<file path="src/ssrm_defines.svh">
// constants for the state and special register move unit
`ifndef SSRM_DEFINES_SVH
`define SSRM_DEFINES_SVH

`define SSRM_OPC_PRIMARY 6'h1F
`define SSRM_XO_MTMSR 10'h092
`define SSRM_XO_MTMSRD 10'h0B2
`define SSRM_XO_MFMSR 10'h053
`define SSRM_XO_MTSPR 10'h1D3
`define SSRM_XO_MFSPR 10'h153
`define SSRM_MSR_RESET 64'h0000_0000_0000_0000
`define SSRM_MASK_W32 64'h0000_0000_FFFF_6FCF
`define SSRM_MASK_W64 64'h6FFF_FFFF_FFFF_6FCF
`define SSRM_MASK_PART 64'h0000_0000_0000_8002
`define SSRM_BIT_PR 49
`define SSRM_BIT_LE 63
`define SSRM_BIT_EE 48
`define SSRM_BIT_RI 62
`define SSRM_SPR_TBL 10'h11C
`define SSRM_SPR_TBU 10'h11D
`define SSRM_SPR_BASE 10'h110
`define SSRM_SPR_RESET 64'h0000_0000_0000_0000
`define SSRM_TB_RESET 64'h0000_0000_0000_0000

`endif

</file>
<file path="src/ssrm_pkg.sv">
// types for the state and special register move unit
`default_nettype none
package ssrm_pkg;
  typedef enum logic [2:0] {
    SSRM_OP_NONE = 3'h0,
    SSRM_OP_MTMSR = 3'h1,
    SSRM_OP_MTMSRD = 3'h3,
    SSRM_OP_MFMSR = 3'h2,
    SSRM_OP_MTSPR = 3'h6,
    SSRM_OP_MFSPR = 3'h7
  } ssrm_op_type;

  typedef struct packed {
    logic valid;
    logic [4:0] idx;
    logic [0:63] data;
  } ssrm_wb_type;

  typedef struct packed {
    logic ctx_sync;
    logic exec_sync;
    logic le_unsynced;
  } ssrm_sync_type;
endpackage
`default_nettype wire

</file>
<file path="src/ssrm_unit.sv">
// state and special register move execution unit
//
// Function
// - 32-bit state write, full: state 58 gets src 58 or 49, state 59 gets src 59 or 49.
// - 32-bit state write, full: src 32-47, 49-50, 52-57, 60-63 copied, upper half kept.
// - partial state write of either form copies only src 48 and 62, all else kept.
// - doubleword state write, full: state 0 gets src 0 or 1, state 59 gets src 59 or 49.
// - doubleword state write, full: src 1-2, 4-47, 49, 50, 52-57, 60-63 copied.
// - state writes and the state read run only at supervisor level.
// - a full state write is context synchronizing, except for the little-endian bit.
// - a partial state write is execution synchronizing, interrupt bits act at once.
// - the state read returns the whole state register to the destination.
// - a special write loads from the source, 32-bit registers take the low 32 bits.
// - timebase halves are written as separate 32-bit registers.
// - a special read returns the selected register to the destination.
// - the special number is rebuilt from two swapped 5-bit instruction halves.
`include "ssrm_defines.svh"
`default_nettype none
module ssrm_unit #(
  parameter int SPR_DEPTH = 8,
  parameter logic [7:0] SPR_NARROW = 8'h0F
) (
  input wire logic clk_sys,
  input wire logic rst_n,
  input wire logic issue_valid,
  input wire logic [0:31] instr,
  input wire logic [0:63] source_gpr,
  output logic [0:63] machine_state_register,
  output logic [0:63] timebase,
  output ssrm_pkg::ssrm_wb_type wb,
  output ssrm_pkg::ssrm_sync_type sync,
  output logic priv_fault
);
  import ssrm_pkg::*;

  logic [0:63] msr_ff, nxt_msr;
  logic [0:63] tb_ff, nxt_tb;
  logic [0:63] spr_ff [SPR_DEPTH];
  ssrm_wb_type wb_ff, nxt_wb;
  ssrm_sync_type sync_ff, nxt_sync;
  logic fault_ff;

  // field decode
  wire logic [5:0] opc = instr[0:5];
  wire logic [9:0] xo = instr[21:30];
  wire logic [4:0] reg_idx = instr[6:10];
  wire logic part_flag = instr[15];
  wire logic [9:0] special_register_number = {instr[16:20], instr[11:15]};

  wire logic is_x = issue_valid && (opc == `SSRM_OPC_PRIMARY);
  wire ssrm_op_type op = !is_x ? SSRM_OP_NONE :
    (xo == `SSRM_XO_MTMSR) ? SSRM_OP_MTMSR :
    (xo == `SSRM_XO_MTMSRD) ? SSRM_OP_MTMSRD :
    (xo == `SSRM_XO_MFMSR) ? SSRM_OP_MFMSR :
    (xo == `SSRM_XO_MTSPR) ? SSRM_OP_MTSPR :
    (xo == `SSRM_XO_MFSPR) ? SSRM_OP_MFSPR : SSRM_OP_NONE;

  wire logic user_mode = msr_ff[`SSRM_BIT_PR];
  wire logic msr_op = (op == SSRM_OP_MTMSR) || (op == SSRM_OP_MTMSRD) ||
    (op == SSRM_OP_MFMSR);
  wire logic fault = msr_op && user_mode;
  wire logic do_w32 = (op == SSRM_OP_MTMSR) && !user_mode;
  wire logic do_w64 = (op == SSRM_OP_MTMSRD) && !user_mode;
  wire logic do_rd = (op == SSRM_OP_MFMSR) && !user_mode;
  wire logic do_part = (do_w32 || do_w64) && part_flag;
  wire logic do_full32 = do_w32 && !part_flag;
  wire logic do_full64 = do_w64 && !part_flag;

  wire logic [0:63] msr_mask = do_part ? `SSRM_MASK_PART :
    do_full32 ? `SSRM_MASK_W32 : do_full64 ? `SSRM_MASK_W64 : 64'h0;
  wire logic [0:63] msr_copy = (msr_ff & ~msr_mask) | (source_gpr & msr_mask);

  // state register next value
  always_comb begin
    nxt_msr = msr_copy;
    if (do_full32) begin
      nxt_msr[58] = source_gpr[58] | source_gpr[49];
      nxt_msr[59] = source_gpr[59] | source_gpr[49];
    end
    if (do_full64) begin
      nxt_msr[0] = source_gpr[0] | source_gpr[1];
      nxt_msr[59] = source_gpr[59] | source_gpr[49];
    end
  end

  // special register access
  wire logic do_mtspr = (op == SSRM_OP_MTSPR);
  wire logic do_mfspr = (op == SSRM_OP_MFSPR);
  wire logic hit_tbl = special_register_number == `SSRM_SPR_TBL;
  wire logic hit_tbu = special_register_number == `SSRM_SPR_TBU;
  wire logic [9:0] spr_off = special_register_number - `SSRM_SPR_BASE;
  wire logic hit_file = (special_register_number >= `SSRM_SPR_BASE) &&
    (spr_off < 10'(SPR_DEPTH));
  wire logic [2:0] spr_idx = spr_off[2:0];
  wire logic [0:63] narrow_src = {32'h0000_0000, source_gpr[32:63]};
  wire logic [0:63] spr_rd = !hit_file ? 64'h0 : spr_ff[spr_idx];
  wire logic [0:63] mfspr_data = hit_tbl ? {32'h0000_0000, tb_ff[32:63]} :
    hit_tbu ? {32'h0000_0000, tb_ff[0:31]} : spr_rd;

  always_comb begin
    nxt_tb = tb_ff + 64'h1;
    if (do_mtspr && hit_tbl) begin
      nxt_tb = {tb_ff[0:31], source_gpr[32:63]};
    end else if (do_mtspr && hit_tbu) begin
      nxt_tb = {source_gpr[32:63], tb_ff[32:63]};
    end
  end

  for (genvar i = 0; i < SPR_DEPTH; i++) begin : g_spr
    wire logic wr = do_mtspr && hit_file && (spr_idx == 3'(i));
    always_ff @(posedge clk_sys) begin
      if (!rst_n) begin
        spr_ff[i] <= `SSRM_SPR_RESET;
      end else if (wr) begin
        spr_ff[i] <= SPR_NARROW[i] ? narrow_src : source_gpr;
      end
    end
  end

  // write-back selection
  always_comb begin
    nxt_wb.valid = do_rd || do_mfspr;
    nxt_wb.idx = reg_idx;
    nxt_wb.data = do_rd ? msr_ff : do_mfspr ? mfspr_data : 64'h0;
    nxt_sync.ctx_sync = do_full32 || do_full64;
    nxt_sync.le_unsynced = (do_full32 || do_full64) &&
      (nxt_msr[`SSRM_BIT_LE] != msr_ff[`SSRM_BIT_LE]);
    nxt_sync.exec_sync = do_part;
  end

  always_ff @(posedge clk_sys) begin
    if (!rst_n) begin
      msr_ff <= `SSRM_MSR_RESET;
      tb_ff <= `SSRM_TB_RESET;
      wb_ff <= '0;
      sync_ff <= '0;
      fault_ff <= 1'b0;
    end else begin
      msr_ff <= nxt_msr;
      tb_ff <= nxt_tb;
      wb_ff <= nxt_wb;
      sync_ff <= nxt_sync;
      fault_ff <= fault;
    end
  end

  assign machine_state_register = msr_ff;
  assign timebase = tb_ff;
  assign wb = wb_ff;
  assign sync = sync_ff;
  assign priv_fault = fault_ff;

  // checking helpers
  logic [0:63] src_prev_ff, msr_prev_ff, tb_prev_ff;
  always_ff @(posedge clk_sys) begin
    src_prev_ff <= source_gpr;
    msr_prev_ff <= msr_ff;
    tb_prev_ff <= tb_ff;
  end
endmodule
`default_nettype wire

</file>
<file path="config.mk">
export PLATFORM = sky130hd
export DESIGN_NAME = ssrm_unit
export DESIGN_NICKNAME = d
export VERILOG_FILES = /design/src/ssrm_pkg.sv /design/src/ssrm_unit.sv
export VERILOG_INCLUDE_DIRS = /design/src
export SDC_FILE = /design/constraint.sdc
export NUM_CORES = 1
export LEC_CHECK = 0
export BUFFER_PORTS_ARGS = -buffer_cell sky130_fd_sc_hd__buf_2
export CORE_UTILIZATION = 40
export CTS_CLUSTER_SIZE = 30
export DETAILED_ROUTE_END_ITERATION = 8
export GPL_TIMING_DRIVEN = 1
export PLACE_DENSITY_LB_ADDON = 0.15
export RECOVER_POWER = 25
export SLEW_MARGIN = 20
export SYNTH_ARGS = -nofsm -noshare
export SYNTH_HDL_FRONTEND = slang
export SYNTH_SLANG_ARGS = --single-unit
</file>
<file path="constraint.sdc">
create_clock -name clk_sys -period 7.1 [get_ports clk_sys]
set_clock_uncertainty 0.05 [all_clocks]
set_input_delay 0.71 -clock clk_sys [delete_from_list [all_inputs] [get_ports clk_sys]]
set_output_delay 0.71 -clock clk_sys [all_outputs]
set_load 0.01 [all_outputs]
</file>
Yosys cells after proc, flatten, opt, wreduce, memory -nomap -nowiden. Memory sizes are Yosys's and may differ from the RTL's. Index checks and enable logic that the tools add are counted.

Bitwise gates (word level): 15. Order comparisons: 2. Eq/ne operators: 22. Add/sub/neg operators: 2. Multiplexer cells: 52. Reductions and logical operators: 29.

Operators by type and width (number): two-way mux 64 bit (14); two-way mux 63 bit (3); adder 64 x 1 -> 64 bit, second input constant (1); AND 64 x 63 -> 64 bit (1); AND 64 bit (1); NOT 63 -> 64 bit (1); OR 64 bit (1); == test 10 x 9 -> 1 bit, second input constant (4); two-way mux 32 bit (1); two-way mux 1 bit (27); logical AND 1 bit (21); == test 10 x 8 -> 1 bit, second input constant (2); == test 3 bit, second input constant (6); two-way mux 3 bit (6); == test 3 x 2 -> 1 bit, second input constant (4); OR 1 bit (11); == test 10 x 7 -> 1 bit, second input constant (1); greater-or-equal comparator 10 x 9 -> 1 bit, second input constant (1); < comparator 10 x 4 -> 1 bit, second input constant (1); subtractor 10 x 9 -> 10 bit, second input constant (1); == test 3 x 1 -> 1 bit, second input constant (2); == test 6 x 5 -> 1 bit, second input constant (1); logical OR 1 bit (5); logical NOT 3 bit (1); other kinds (4) (5).

Word-level logic and storage cells: 133. Bits in writable memories: 512. Output and inout port bits: 202. Memories: 1. Register bits after elaboration: 202. Input bits: 99.

Memory list: spr_ff (words 8, width 64, read ports 1, clocked after Yosys merged registers in 0, wr ports 8, RTL line ssrm_unit.sv:38) `logic [0:63] spr_ff [SPR_DEPTH];`.

Depth between registers and ports, before layout.
Word-level depth: 18. Mapped depth: 9. Mapped depth without buffers: 7.

Least setup slack after synthesis. OpenSTA, ideal clock, no wires.

Path type: input port to flip-flop. Start point: input port instr[20] (netlist name). End point: memory spr_ff[7][0] (netlist name) (enable). Stages: 7. Setup time: 0.575 ns. Arrival: 6.838 ns. Setup slack: -0.362 ns. Required time: 6.475 ns. Path buffers: 1. Cells stage by stage: or4b_1 > clkbuf_1 > nor4b_4 > inv_1 > nor3_2 > nand2_1 > o21ai_0.

RTL lines: start, declared (RTL line ssrm_unit.sv:26) `input wire logic [0:31] instr,`; end, declared (RTL line ssrm_unit.sv:38).

==> summary.md <==
| Metric | Value |
|---|---|
| Post-Route WL | `85890 um` |
| Number of global-route vias before repair | `roughly 19000` |
| Initial Util | `between 40% and 50%` |
| Period minus WS final | `approximately 5.5 ns` |
| Failing checks | `capacitance limit, slew limit` |
| Avg Inst Size Synth | `between 10 and 15 um2` |
| Leading cell types by count after synthesis | `edfxtp_1 (384), and2_1 (270), nand2_1 (219)` |
| Setup CP Type | `in -> reg` |
| Most common cell in the netlist | `edfxtp_1` |
| Max Root-Sink Buffers | `3` |
| Post-CTS resize count | `0` |
| EDFF count, synth | `about 380` |
| Peak VDD IR | `around 0.00017 V` |
| # setup viols final | `0` |
| Routed WL per cell | `25.63 um` |
| Crit end category | `flip-flop` |
| Maximum Capacitance Violations | `4` |
| Dpl hpwl | `between 50000 and 60000 um` |
| Overall global routing resource usage | `about 25%` |
| Setup bufs post-CTS | `0` |
| Slew @ Worst Pin | `around 3.4 ns` |
| IO buf count | `~300` |
| Hold Violations, Final | `0` |
| Yosys warns | `0` |
| Die height | `approximately 260 um` |
| Final Cell Area | `around 30000 um2` |
| Cell-by-cell trace of the critical path | `buf_2, or4b_1, nor4b_1, clkbuf_1, nand2_1, or3_1, nor2_1, buf_4, and2_1` |
| Drt drc | `0` |
| Mapped Area | `approximately 26000 um2` |
| Synth Instances | `2209` |
| Max Fclk | `182.2 MHz` |
| Post-place instance area | `28590 um2` |
| # hold bufs at CTS | `0` |
| Detailed Route Iter0 Violations | `roughly 1800` |
| Static Leak | `just over 10 nW` |
| Top FF cell, synth | `edfxtp_1` |
| Area growth from synthesis to layout | `15.53%` |
| Sequential fraction of the synthesis area | `between 50% and 60%` |
| Largest net degree at the start of global routing | `66` |
| Worst hold stages | `2` |
| Final slew viol count | `around 160` |
| Vias/cell | `between 5 and 6` |
| Met1 Usage GRT | `between 30% and 40%` |
| Io pins | `between 300 and 400` |
| First-pass GRT wire length | `125600 um` |
| Largest stage delay, worst path | `1.48 ns` |
| # clock sinks | `584` |
| RSZ-0062 raised after global routing | `false` |
| FF-to-FF path depth | `6` |
| ANT nets after route | `0` |
| Diode count | `0` |
| Min-delay worst type | `in -> reg` |
| # rows | `between 90 and 100` |
| Fill count | `between 6000 and 7000` |
| Initial antenna violation count | `5` |
| Async S/R FF share, synth | `0%` |
| Final WS setup | `approximately 1.6 ns` |
| CP max FO | `57` |
| Final worst hold slack | `around 0.28 ns` |
| Core area | `around 65000 um2` |
| Worst-skew pair later-pin latency | `around 0.60 ns` |
| TritonCTS Buffers | `between 60 and 70` |
| CTS HTree Levels | `3` |
| Die area | `~67000 um2` |
| Pre-CTS WS | `between 2 and 2.5 ns` |
| #FFs+latches synth | `a little under 600` |
| Max_slew headroom | `-128.4%` |
| Status | `finished, violations left` |
| CP arrival | `~5.9 ns` |
| Gr busiest metal | `met2` |
| Met2 Use GR | `about two fifths` |
| Library cells used by synthesis | `77` |
| Worst path slowest cell | `clkbuf_1` |
| Grt ovf | `0` |
| Fin nets | `2543` |
| Most area-hungry cell type in the Yosys netlist | `edfxtp_1` |
| Pwr Density | `247.5 nW/um2` |
| TritonCTS clock tree | `built` |
| Fraction of layout cells with a size suffix above 1 | `~16%` |
| Yosys top cell area share | `a little over two fifths` |
| Routability congestion estimate | `0.9159` |
| Via count | `19463` |
| Final Cycle Share | `77.29%` |
| Worst-path clk slew | `about 0.05 ns` |
| Startpoint class of the critical path | `primary input` |
| Drt pass-1 iters | `5` |
| Die Span X | `between 200 and 300 um` |
| Critical path required time | `between 7 and 8 ns` |
| Met3 usage in global routing | `between 4 and 5%` |
| CTS root buffer | `clkbuf_16` |
| Top cells by area, synth | `edfxtp_1 (44%), dfxtp_1 (15%), mux4_2 (8.2%)` |
==> cell type report <==
cell class              count  area (um2)  area share (%)
repair buffers            334        1545           5.076
flip-flops and latches    584       15530           51.03
inverters                   7       27.53         0.09043
multi-input cells        1449       10140           33.30
well taps                 855        1070           3.514
clock inverters            19       178.9          0.5878
clock buffers             103        1947           6.396
==> report_power, final <==
part | total [W] | switching, W | internal [W]
logic | 0.000417 | 0.000262 | 0.000155
registers | 0.00376 | 0.0000301 | 0.00373
clock network | 0.00336 | 0.00139 | 0.00197
==> kinds of logic (layout without fill, tap and decap cells) <==
kind of cell	count (synthesis)	count (layout)	synth area share, %
AND/OR/NAND/NOR	960	960	19.19
flip-flops	584	584	58.96
AO/OA/AOI/OAI	332	332	8.472
buffers and inverters	177	463	2.778
multiplexers	144	144	10.21
XOR/XNOR	10	10	0.3324
adder cells (fa/ha/maj)	1	1	0.04748
other	1	2	0.01423
==> placed cells by master, fill, tap and decap left out, drive strengths merged, types with 31 or more instances in the layout <==
master  instances
a21oi         103
a221oi         31
a22o           31
and2          270
buf           127
clkbuf        310
dfxtp         200
edfxtp        384
mux2           38
mux4           96
nand2         219
nand2b         36
nand3          44
nand4          32
nor2          211
nor3           41
o21ai          45
o31ai          34
==> path summary, 6_finish.rpt <==
path,from,end,slack [ns]
max,instr[20],spr_ff[4][40],1.61
min,instr[6],wb[68],0.28
max reg2reg,timebase[40],timebase[6],3.94
min reg2reg,flip-flop,flip-flop,0.42
==> metal layers <==
| layer | part of all wire [%] | vias up |
|---|---|---|
| met5 | 0.055 | - |
| met4 | 3.5 | 6 |
| met3 | 8.3 | 181 |
| met2 | 47 | 879 |
| met1 | 41 | 9750 |
| li1 | - | 8647 |
==> worst max-delay path: cells and delay by family <==
family / cells / cell delay, ns
and+or+nand+nor: 6 / 2.78
buffers and inverters: 3 / 2.34
==> per-stage QoR <==
stage / power (W) / utilization (%) / cells / TNS (ns)
CTS: 0.007600 / 47.39 / 3350 / 0
floorplan: 0.004055 / - / 2210 / -91.96
global placement: 0.004238 / 44.11 / 3228 / 0
global route: 0.007759 / 46.97 / 3351 / 0
detailed placement: 0.004248 / 44.11 / 3228 / 0
finish: 0.007534 / 46.97 / 3351 / 0
==> sequential cells by signal, indices dropped and copies added (netlist names), named ones only <==
| register | cells |
|---|---|
| priv_fault | 1 |
| timebase | 64 |
| sync | 3 |
| wb | 70 |
| machine_state_register | 4 |
| spr_ff | 384 |
(Power assumes the default switching activity.)
